**src/sacc_consts.vh**
```
// Constants for the converter clock and trigger control block
// Assumes inclusion by the design file and the test bench
`ifndef SACC_CONSTS_VH
`define SACC_CONSTS_VH
// ==========================================
// Register byte offsets
`define SACC_OFF_SC1      8'h00
`define SACC_OFF_SC2      8'h04
`define SACC_OFF_RESH     8'h08
`define SACC_OFF_RESL     8'h0C
`define SACC_OFF_CMP      8'h10
`define SACC_OFF_CFG      8'h14
// ==========================================
// Field positions
`define SACC_SC1_DONE     7
`define SACC_SC1_IEN      6
`define SACC_SC1_CONT     5
`define SACC_SC2_ACT      7
`define SACC_SC2_HWT      6
`define SACC_SC2_CFE      5
`define SACC_SC2_CGT      4
`define SACC_CFG_LP       7
`define SACC_CFG_LSMP     4
`define SACC_CFG_MODE8    2
// ==========================================
// Reset values and codes
`define SACC_CH_OFF       5'h1F
`define SACC_SC1_RST      8'h1F
`define SACC_CLK_BUS      2'h0
`define SACC_CLK_BUS2     2'h1
`define SACC_CLK_ALT      2'h2
`define SACC_CLK_ASYNC    2'h3
// ==========================================
// Timing counts in conversion clock ticks, bit count and bus response codes
`define SACC_SAMPLE_SHORT 4'h3
`define SACC_SAMPLE_LONG  4'hF
`define SACC_BITS         10
`define SACC_RESP_OKAY    2'h0
`define SACC_RESP_SLVERR  2'h2
`endif

```
**src/sacc_ctrl.v**
```verilog
// Converter clock selection, trigger and sequencing logic with AXI4-Lite registers
// Assumes all inputs except aclk-domain bus signals arrive asynchronously
//
// Contract
// RULE1: Four selectable conversion clock sources
// RULE2: Alternate clock comes from external reference
// RULE3: Software keeps divided clock in range
// RULE4: Alternate clock usable during wait mode
// RULE5: Alternate clock blocked in stop modes
// RULE6: Counter overflow starts conversion when enabled
// RULE7: Trigger ignores counter interrupt enable
// RULE8: Hardware trigger works run, wait, stop3
// RULE9: Ten-bit successive approximation search
// RULE10: Right-justified ten or eight bit result
// RULE11: Single or continuous; single returns idle
// RULE12: Completion flag with interrupt
// RULE13: Compare less-than or greater-equal with interrupt
// RULE14: Channel field selects among 28 inputs
// RULE15: Configurable sample time and power
// RULE16: Software converts bandgap then temperature
// RULE17: Control one write aborts and restarts
// RULE18: All-ones channel switches converter off
// RULE19: Done flag clears on write or low read
// RULE20: Overflow pulse synchronised before use
`timescale 1ns/1ps
`include "sacc_consts.vh"
module sacc_ctrl #(
   parameter SACC_W = 10
) (
   // Clock and reset
   input  wire        aclk,
   input  wire        aresetn,
   // AXI4-Lite write address and data
   input  wire [7:0]  s_axi_awaddr,
   input  wire        s_axi_awvalid,
   output wire        s_axi_awready,
   input  wire [31:0] s_axi_wdata,
   input  wire [3:0]  s_axi_wstrb,
   input  wire        s_axi_wvalid,
   output wire        s_axi_wready,
   output reg  [1:0]  s_axi_bresp,
   output reg         s_axi_bvalid,
   input  wire        s_axi_bready,
   // AXI4-Lite read
   input  wire [7:0]  s_axi_araddr,
   input  wire        s_axi_arvalid,
   output wire        s_axi_arready,
   output reg  [31:0] s_axi_rdata,
   output reg  [1:0]  s_axi_rresp,
   output reg         s_axi_rvalid,
   input  wire        s_axi_rready,
   // Clock sources and power modes
   input  wire        internal_async_conv_clock,
   input  wire        external_reference_clock,
   input  wire        wait_mode,
   input  wire        stop_mode,
   // Hardware trigger from real-time counter
   input  wire        hardware_trigger_input,
   // Analog front end
   input  wire        cmp_high,
   output reg  [4:0]  analog_channel,
   output reg  [SACC_W-1:0] dac_code,
   output reg         sample_hold,
   output reg         converter_on,
   output reg         low_power,
   // Interrupt and status
   output wire        irq
);
   localparam ST_IDLE = 2'h0;
   localparam ST_SAMP = 2'h1;
   localparam ST_CONV = 2'h2;

   // ==========================================
   // Input synchronisers
   reg [1:0] alt_s_reg, async_s_reg, trig_s_reg, cmp_s_reg, stop_s_reg, wait_s_reg;
   reg       alt_d_reg, async_d_reg, trig_d_reg;
   always @(posedge aclk) begin
      if (!aresetn) begin
         alt_s_reg   <= 2'h0;
         async_s_reg <= 2'h0;
         trig_s_reg  <= 2'h0;
         cmp_s_reg   <= 2'h0;
         stop_s_reg  <= 2'h0;
         wait_s_reg  <= 2'h0;
         alt_d_reg   <= 1'b0;
         async_d_reg <= 1'b0;
         trig_d_reg  <= 1'b0;
      end else begin
         alt_s_reg   <= {alt_s_reg[0], external_reference_clock};   // see RULE2
         async_s_reg <= {async_s_reg[0], internal_async_conv_clock};
         trig_s_reg  <= {trig_s_reg[0], hardware_trigger_input};   // see RULE20
         cmp_s_reg   <= {cmp_s_reg[0], cmp_high};
         stop_s_reg  <= {stop_s_reg[0], stop_mode};
         wait_s_reg  <= {wait_s_reg[0], wait_mode};
         alt_d_reg   <= alt_s_reg[1];
         async_d_reg <= async_s_reg[1];
         trig_d_reg  <= trig_s_reg[1];
      end
   end
   wire trig_pulse = trig_s_reg[1] & ~trig_d_reg;   // see RULE7

   // ==========================================
   // Registers
   reg [7:0]  sc1_reg;
   reg [7:0]  sc2_reg;
   reg [7:0]  cfg_reg;
   reg [9:0]  cmp_val_reg;
   reg [9:0]  result_reg;
   reg        done_reg;
   reg        act_reg;
   wire [4:0] chan = sc1_reg[4:0];
   wire       chan_off = (chan == `SACC_CH_OFF);   // see RULE18
   wire [1:0] clk_sel = cfg_reg[1:0];
   wire [1:0] clk_div = cfg_reg[6:5];

   // ==========================================
   // Conversion clock tick generation
   reg        bus_half_reg;
   reg [3:0]  div_cnt_reg;
   reg        src_tick;
   always @* begin
      case (clk_sel)   // see RULE1
         `SACC_CLK_BUS:  src_tick = 1'b1;
         `SACC_CLK_BUS2: src_tick = bus_half_reg;
         `SACC_CLK_ALT:  src_tick = alt_s_reg[1] & ~alt_d_reg & ~stop_s_reg[1];   // see RULE4 see RULE5
         default:        src_tick = async_s_reg[1] & ~async_d_reg;
      endcase
   end
   wire [3:0] div_top = (4'h1 << clk_div) - 4'h1;   // see RULE3
   wire       conv_tick = src_tick && (div_cnt_reg == div_top);
   always @(posedge aclk) begin
      if (!aresetn) begin
         bus_half_reg <= 1'b0;
         div_cnt_reg  <= 4'h0;
      end else begin
         bus_half_reg <= ~bus_half_reg;
         if (src_tick)
            div_cnt_reg <= (div_cnt_reg == div_top) ? 4'h0 : div_cnt_reg + 4'h1;
      end
   end

   // ==========================================
   // AXI4-Lite slave
   reg        aw_full_reg, w_full_reg;
   reg [7:0]  aw_addr_reg;
   reg [31:0] w_data_reg;
   reg [3:0]  w_strb_reg;
   assign s_axi_awready = ~aw_full_reg & ~s_axi_bvalid;
   assign s_axi_wready  = ~w_full_reg & ~s_axi_bvalid;
   assign s_axi_arready = ~s_axi_rvalid;
   wire       wr_go  = aw_full_reg & w_full_reg;
   wire       wr_lo  = wr_go & w_strb_reg[0];
   wire       rd_go  = s_axi_arvalid & s_axi_arready;
   wire       sc1_wr = wr_lo && (aw_addr_reg == `SACC_OFF_SC1);
   wire       resl_rd = rd_go && (s_axi_araddr == `SACC_OFF_RESL);
   wire       sw_start = sc1_wr && (w_data_reg[4:0] != `SACC_CH_OFF);   // see RULE17
   wire       hw_start = sc2_reg[`SACC_SC2_HWT] & trig_pulse & ~chan_off;   // see RULE6 see RULE8
   reg [9:0]  fmt_res;
   always @* begin
      if (cfg_reg[`SACC_CFG_MODE8])   // see RULE10
         fmt_res = {2'h0, result_reg[9:2]};
      else
         fmt_res = result_reg;
   end
   always @(posedge aclk) begin
      if (!aresetn) begin
         aw_full_reg  <= 1'b0;
         w_full_reg   <= 1'b0;
         aw_addr_reg  <= 8'h00;
         w_data_reg   <= 32'h00000000;
         w_strb_reg   <= 4'h0;
         s_axi_bvalid <= 1'b0;
         s_axi_bresp  <= `SACC_RESP_OKAY;
         s_axi_rvalid <= 1'b0;
         s_axi_rresp  <= `SACC_RESP_OKAY;
         s_axi_rdata  <= 32'h00000000;
         sc1_reg      <= `SACC_SC1_RST;
         sc2_reg      <= 8'h00;
         cfg_reg      <= 8'h00;
         cmp_val_reg  <= 10'h000;
      end else begin
         if (s_axi_awvalid && s_axi_awready) begin
            aw_full_reg <= 1'b1;
            aw_addr_reg <= s_axi_awaddr;
         end
         if (s_axi_wvalid && s_axi_wready) begin
            w_full_reg <= 1'b1;
            w_data_reg <= s_axi_wdata;
            w_strb_reg <= s_axi_wstrb;
         end
         if (wr_go) begin
            aw_full_reg  <= 1'b0;
            w_full_reg   <= 1'b0;
            s_axi_bvalid <= 1'b1;
            s_axi_bresp  <= `SACC_RESP_OKAY;
            if (aw_addr_reg == `SACC_OFF_SC1) begin
               if (w_strb_reg[0])
                  sc1_reg <= {1'b0, w_data_reg[6:0]};   // see RULE14
            end else if (aw_addr_reg == `SACC_OFF_SC2) begin
               if (w_strb_reg[0])
                  sc2_reg <= {1'b0, w_data_reg[6:4], 4'h0};   // see RULE13
            end else if (aw_addr_reg == `SACC_OFF_CMP) begin
               if (w_strb_reg[0])
                  cmp_val_reg[7:0] <= w_data_reg[7:0];
               if (w_strb_reg[1])
                  cmp_val_reg[9:8] <= w_data_reg[9:8];
            end else if (aw_addr_reg == `SACC_OFF_CFG) begin
               if (w_strb_reg[0])
                  cfg_reg <= w_data_reg[7:0];   // see RULE15
            end else if (aw_addr_reg != `SACC_OFF_RESH && aw_addr_reg != `SACC_OFF_RESL) begin
               s_axi_bresp <= `SACC_RESP_SLVERR;
            end
         end else if (s_axi_bvalid && s_axi_bready) begin
            s_axi_bvalid <= 1'b0;
         end
         if (rd_go) begin
            s_axi_rvalid <= 1'b1;
            s_axi_rresp  <= `SACC_RESP_OKAY;
            if (s_axi_araddr == `SACC_OFF_SC1)
               s_axi_rdata <= {24'h000000, done_reg, sc1_reg[6:0]};
            else if (s_axi_araddr == `SACC_OFF_SC2)
               s_axi_rdata <= {24'h000000, act_reg, sc2_reg[6:0]};
            else if (s_axi_araddr == `SACC_OFF_RESH)
               s_axi_rdata <= {30'h0000000, fmt_res[9:8]};
            else if (s_axi_araddr == `SACC_OFF_RESL)
               s_axi_rdata <= {24'h000000, fmt_res[7:0]};
            else if (s_axi_araddr == `SACC_OFF_CMP)
               s_axi_rdata <= {22'h00000, cmp_val_reg};
            else if (s_axi_araddr == `SACC_OFF_CFG)
               s_axi_rdata <= {24'h000000, cfg_reg};
            else begin
               s_axi_rdata <= 32'h00000000;
               s_axi_rresp <= `SACC_RESP_SLVERR;
            end
         end else if (s_axi_rvalid && s_axi_rready) begin
            s_axi_rvalid <= 1'b0;
         end
      end
   end

   // ==========================================
   // Conversion sequencer
   reg [1:0]  state_reg;
   reg [3:0]  samp_cnt_reg;
   reg [3:0]  bit_reg;
   wire [3:0] samp_len = cfg_reg[`SACC_CFG_LSMP] ? `SACC_SAMPLE_LONG : `SACC_SAMPLE_SHORT;
   wire [9:0] trial = dac_code;
   wire [9:0] final_code = cmp_s_reg[1] ? trial : (trial & ~(10'h001 << bit_reg));
   wire       cmp_true = sc2_reg[`SACC_SC2_CGT] ? (final_code >= cmp_val_reg) : (final_code < cmp_val_reg);
   // Comparator lags two edges behind each new trial code
   reg [1:0]  settle_reg;
   wire       step = conv_tick && (settle_reg == 2'h2);   // see RULE9
   wire       conv_end = (state_reg == ST_CONV) && step && (bit_reg == 4'h0);
   wire       set_done = conv_end && !sc1_wr && (!sc2_reg[`SACC_SC2_CFE] || cmp_true);   // see RULE13 see RULE17
   always @(posedge aclk) begin
      if (!aresetn) begin
         state_reg      <= ST_IDLE;
         samp_cnt_reg   <= 4'h0;
         bit_reg        <= 4'h0;
         settle_reg     <= 2'h0;
         dac_code       <= {SACC_W{1'b0}};
         result_reg     <= 10'h000;
         done_reg       <= 1'b0;
         act_reg        <= 1'b0;
         sample_hold    <= 1'b0;
         converter_on   <= 1'b0;
         low_power      <= 1'b0;
         analog_channel <= `SACC_CH_OFF;
      end else begin
         analog_channel <= chan;   // see RULE14
         settle_reg     <= (settle_reg == 2'h2) ? 2'h2 : settle_reg + 2'h1;
         low_power      <= cfg_reg[`SACC_CFG_LP];   // see RULE15
         if (set_done)
            done_reg <= 1'b1;   // see RULE12
         else if (sc1_wr || resl_rd)
            done_reg <= 1'b0;   // see RULE19
         if (sc1_wr && w_data_reg[4:0] == `SACC_CH_OFF) begin
            state_reg    <= ST_IDLE;   // see RULE18
            act_reg      <= 1'b0;
            sample_hold  <= 1'b0;
            converter_on <= 1'b0;
         end else if (sw_start || hw_start) begin
            state_reg    <= ST_SAMP;   // see RULE17
            samp_cnt_reg <= 4'h0;
            act_reg      <= 1'b1;
            sample_hold  <= 1'b1;
            converter_on <= 1'b1;
         end else begin
            case (state_reg)
               ST_SAMP: begin
                  if (conv_tick) begin
                     samp_cnt_reg <= samp_cnt_reg + 4'h1;
                     if (samp_cnt_reg == samp_len) begin
                        state_reg   <= ST_CONV;
                        sample_hold <= 1'b0;
                        bit_reg     <= 4'h9;
                        dac_code    <= 10'h200;
                        settle_reg  <= 2'h0;
                     end
                  end
               end
               ST_CONV: begin
                  if (step) begin   // see RULE9
                     if (bit_reg == 4'h0) begin
                        result_reg <= final_code;
                        dac_code   <= final_code;
                        if (sc1_reg[`SACC_SC1_CONT] && !chan_off) begin
                           state_reg    <= ST_SAMP;   // see RULE11
                           samp_cnt_reg <= 4'h0;
                           sample_hold  <= 1'b1;
                        end else begin
                           state_reg    <= ST_IDLE;
                           act_reg      <= 1'b0;
                           converter_on <= 1'b0;
                        end
                     end else begin
                        dac_code <= final_code | (10'h001 << (bit_reg - 4'h1));
                        bit_reg  <= bit_reg - 4'h1;
                        settle_reg <= 2'h0;
                     end
                  end
               end
               default: begin
                  state_reg <= ST_IDLE;
               end
            endcase
         end
      end
   end

   assign irq = done_reg & sc1_reg[`SACC_SC1_IEN];   // see RULE12
endmodule // sacc_ctrl

```
**config.mk**
```make
export PLATFORM = sky130hd
export DESIGN_NAME = sacc_ctrl
export DESIGN_NICKNAME = d
export VERILOG_FILES = /design/src/sacc_ctrl.v
export VERILOG_INCLUDE_DIRS = /design/src
export SDC_FILE = /design/constraint.sdc
export NUM_CORES = 1
export LEC_CHECK = 0
export BUFFER_PORTS_ARGS = -buffer_cell sky130_fd_sc_hd__buf_2
export CAP_MARGIN = 40
export CORE_MARGIN = 2
export CORE_UTILIZATION = 51
export CTS_BUF_LIST = sky130_fd_sc_hd__clkbuf_8
export DETAILED_ROUTE_END_ITERATION = 8
export PLACE_DENSITY = 0.77
export SYNTH_ARGS = -nofsm -noshare
export SYNTH_HDL_FRONTEND = slang
export SYNTH_SLANG_ARGS = --single-unit
```
**constraint.sdc**
```tcl
create_clock -name aclk -period 2.5 [get_ports aclk]
set_input_delay 0.25 -clock aclk [delete_from_list [all_inputs] [get_ports aclk]]
set_output_delay 0.25 -clock aclk [all_outputs]
set_load 0.02 [all_outputs]
```
==> flow_summary.toml <==
[outcome]
status = "finished, violations left"
violations = "design-rule violations"

[placement]
portBuffers = 75
gp_congestion = 0.9535
placedCellCount = 923
dpl_worst_slack_ns = 0.03294
dpl.hpwl_mm = 11.39

[setup_path]
cp_top_family = "simple AND/OR/NAND/NOR gates"
r2r-start = "alt_d_reg$_SDFF_PN0_"
regToRegSetupSlack_ns = 0.15
cpPeakStageDelay_ns = 0.41
slowest_stage = "or3b_1"
required_ns = 2.88
worstPathArrival_ns = 2.72
worst-path-buf-inv = 1
crit_type = "reg -> reg"
cp-start-kind = "flop"
critPathLaunch = "alt_d_reg$_SDFF_PN0_"
crit_fanout = 9
end_kind = "flop"
path_cells = "or3b_1, a32oi_4, buf_4, and2_1, and3_1, nand4_1, o22ai_1"

[cts]
numCtsBuffers = 17
root_buffer = "clkbuf_8"
insertion_delay_ns = 0.46
cts_buffer_depth = 2
clk_pin_slew_ns = 0.07
cts_tree = "done"
postCtsSetupBuffers = 0
cts-htree-levels = 4
cts_sinks = 123

[timing]
rsz0062_at_grt = "false"
setup_violations = 0
fin_ws_ns = 0.1518
min_period_ns = 2.348
worst_pin_slew_ns = 0.5577
tns_ns = 0
fin_crit_sh = 0.9393
slew_viol_final = 0
holdWs_ns = 0.02459
fmax_ghz = 0.4259
slew_headroom = 0.6277
finalHoldViolations = 0
skew_ns = 0.01177

[finish]
nets = 896
stdcell_count = 965
drive_gt1_frac = 0.1959
area_growth_pct = 17.73
utilization = 0.6210
antenna_cells = 0

[drt]
routed-via-count = 5459
first_iter_violations = 500
antenna_left = 0
wl_per_cell_um = 16.01
finalWirelength_mm = 15.45
dr.pass1.iters = 7
vias_per_cell = 5.657
remaining_drc_errors = 6

[yosys]
ys_seq_elements = 123
synthArstFlopShare = 0
syn_area_um2 = 6075
yosysWarnings = 0
synthCells = 713
syn-mean-instance-area_um2 = 8.520
synth-edff-count = 0
yosysSeqAreaShare = 0.4054
synth_ff_type = "dfxtp_1"
synth_cell_type_count = 62

[grt]
grt_overflow = 0
grt_pass1_vias = 5129
track_usage = 0.2441
grt_first_pass_wirelength_mm = 24.62
antenna_found_initial = 0
grt_max_degree = 58

[worst_hold_path]
hold_class = "in -> reg"
min_from = "s_axi_awaddr[5]"

[floorplan]
coreArea_um2 = 11520
ios = 125
die-width_um = 113.1
start_util = 0.5275
die_height_um = 113.1
core.rowCount = 39
die_area_um2 = 12800

[power_and_ir_drop]
ir_drop_uv = 710.7
p_leak_nw = 2.946
p_per_area_nw_per_um2 = 596.6

[job]
drv_cap = 0
==> final timing paths <==
kind	to	cells past startpoint
hold reg to reg	bus_half_reg$_SDFF_PN0_	1
hold / removal	aw_addr_reg[5]$_SDFFE_PN0P_	3
setup reg to reg	dac_code[7]$_SDFFE_PN0P_	7
setup / recovery	dac_code[7]$_SDFFE_PN0P_	7
==> cell type report <==
cell class                      instances  area (um2)
Clock buffer                           19       261.5
Clock inverter                         13       163.9
Fill cell                            1015        4364
Inverter                               31       116.4
Multi-Input combinational cell        525        3296
Sequential cell                       123        2465
Tap cell                              143       178.9
Timing Repair Buffer                  111       670.6
==> layout by cell type, fill, tap and decap left out, types with 5 or more instances in the layout <==
master and count:
inv_1 28, ha_1 19, dlygate4sd3_1 10, dfxtp_1 121, nor2b_1 10, o22ai_1 13
nor3_1 19, nand2_1 84, nand4_1 9, buf_4 26, o21ai_0 29, nand3b_1 5
a31oi_1 5, nor2_1 58, and2_1 18, a21boi_0 7, clkbuf_8 19, a211oi_1 8
conb_1 24, nand3_1 19, buf_2 75, mux2i_1 45, nand2b_1 15, a21oi_1 56
==> Yosys cell counts, types with 3 or more instances <==
| cell | instances | share of area |
|---|---|---|
| a211oi_1 | 8 | 0.0099 |
| a21bo_2 | 3 | 0.0049 |
| a21boi_0 | 7 | 0.0087 |
| a21o_1 | 4 | 0.0049 |
| a21oi_1 | 57 | 0.047 |
| a221oi_1 | 4 | 0.0058 |
| a22o_1 | 4 | 0.0058 |
| a311oi_1 | 3 | 0.0043 |
| a31oi_1 | 5 | 0.0051 |
| and2_1 | 18 | 0.019 |
| and3_1 | 4 | 0.0041 |
| and4_1 | 3 | 0.0043 |
| buf_1 | 3 | 0.0019 |
| buf_4 | 24 | 0.030 |
| clkbuf_1 | 27 | 0.017 |
| dfxtp_1 | 123 | 0.41 |
| ha_1 | 22 | 0.045 |
| inv_1 | 31 | 0.019 |
| mux2_2 | 3 | 0.0056 |
| mux2i_1 | 45 | 0.074 |
| nand2_1 | 84 | 0.052 |
| nand2b_1 | 15 | 0.015 |
| nand3_1 | 19 | 0.016 |
| nand3b_1 | 5 | 0.0062 |
| nand4_1 | 9 | 0.0093 |
| nand4b_1 | 4 | 0.0058 |
| nor2_1 | 58 | 0.036 |
| nor2b_1 | 10 | 0.010 |
| nor3_1 | 19 | 0.016 |
| nor4_1 | 3 | 0.0031 |
| o211ai_1 | 4 | 0.0049 |
| o21ai_0 | 29 | 0.024 |
| o221a_2 | 3 | 0.0056 |
| o22ai_1 | 13 | 0.013 |
| or3_1 | 4 | 0.0041 |
==> report_power, final <==
group / internal [W] / total (W) / switching [W]
clock network: 0.00104 / 0.00188 / 0.000835
logic: 0.000115 / 0.000331 / 0.000216
registers: 0.00201 / 0.00206 / 0.0000431
==> repair_timing <==
item	CTS	global route
hold buffers	10	0
resized for setup	1	8
endpoints found under the setup margin	1	1
endpoints found under the hold margin	10	0
==> kinds of logic after synthesis <==
family                     synth area share
AOI/OAI and AO/OA                    0.1806
and+or+nand+nor                      0.2157
muxes                               0.07971
xor gates and xnor gates           0.002884
adders and majority gates           0.04531
DFF                                  0.4054
buffers and inverters               0.06982
other                             0.0006173
==> metal layers <==
| metal | vias up | track usage | routed length, um |
|---|---|---|---|
| met1 | 2557 | 0.2970 | 6668 |
| met4 | 0 | 0.1073 | 338 |
| met2 | 207 | 0.4064 | 7456 |
| met3 | 33 | 0.06535 | 985 |
| met5 | - | 0 | 0 |
| li1 | 2662 | - | - |
==> tightest hold or removal path, stage by stage <==
cell	delay [ns]
buf_2	0.09
nand2_1	0.04
a21oi_1	0.05
==> per-stage QoR <==
step                instance area, um2  power, W
global placement                  6603  0.002406
detailed placement                6603  0.002418
global route                      7152  0.004433
finish                            7152  0.004267
floorplan                         6161  0.002338
CTS                               7131  0.004297
Power figures use the tool's default switching activity.
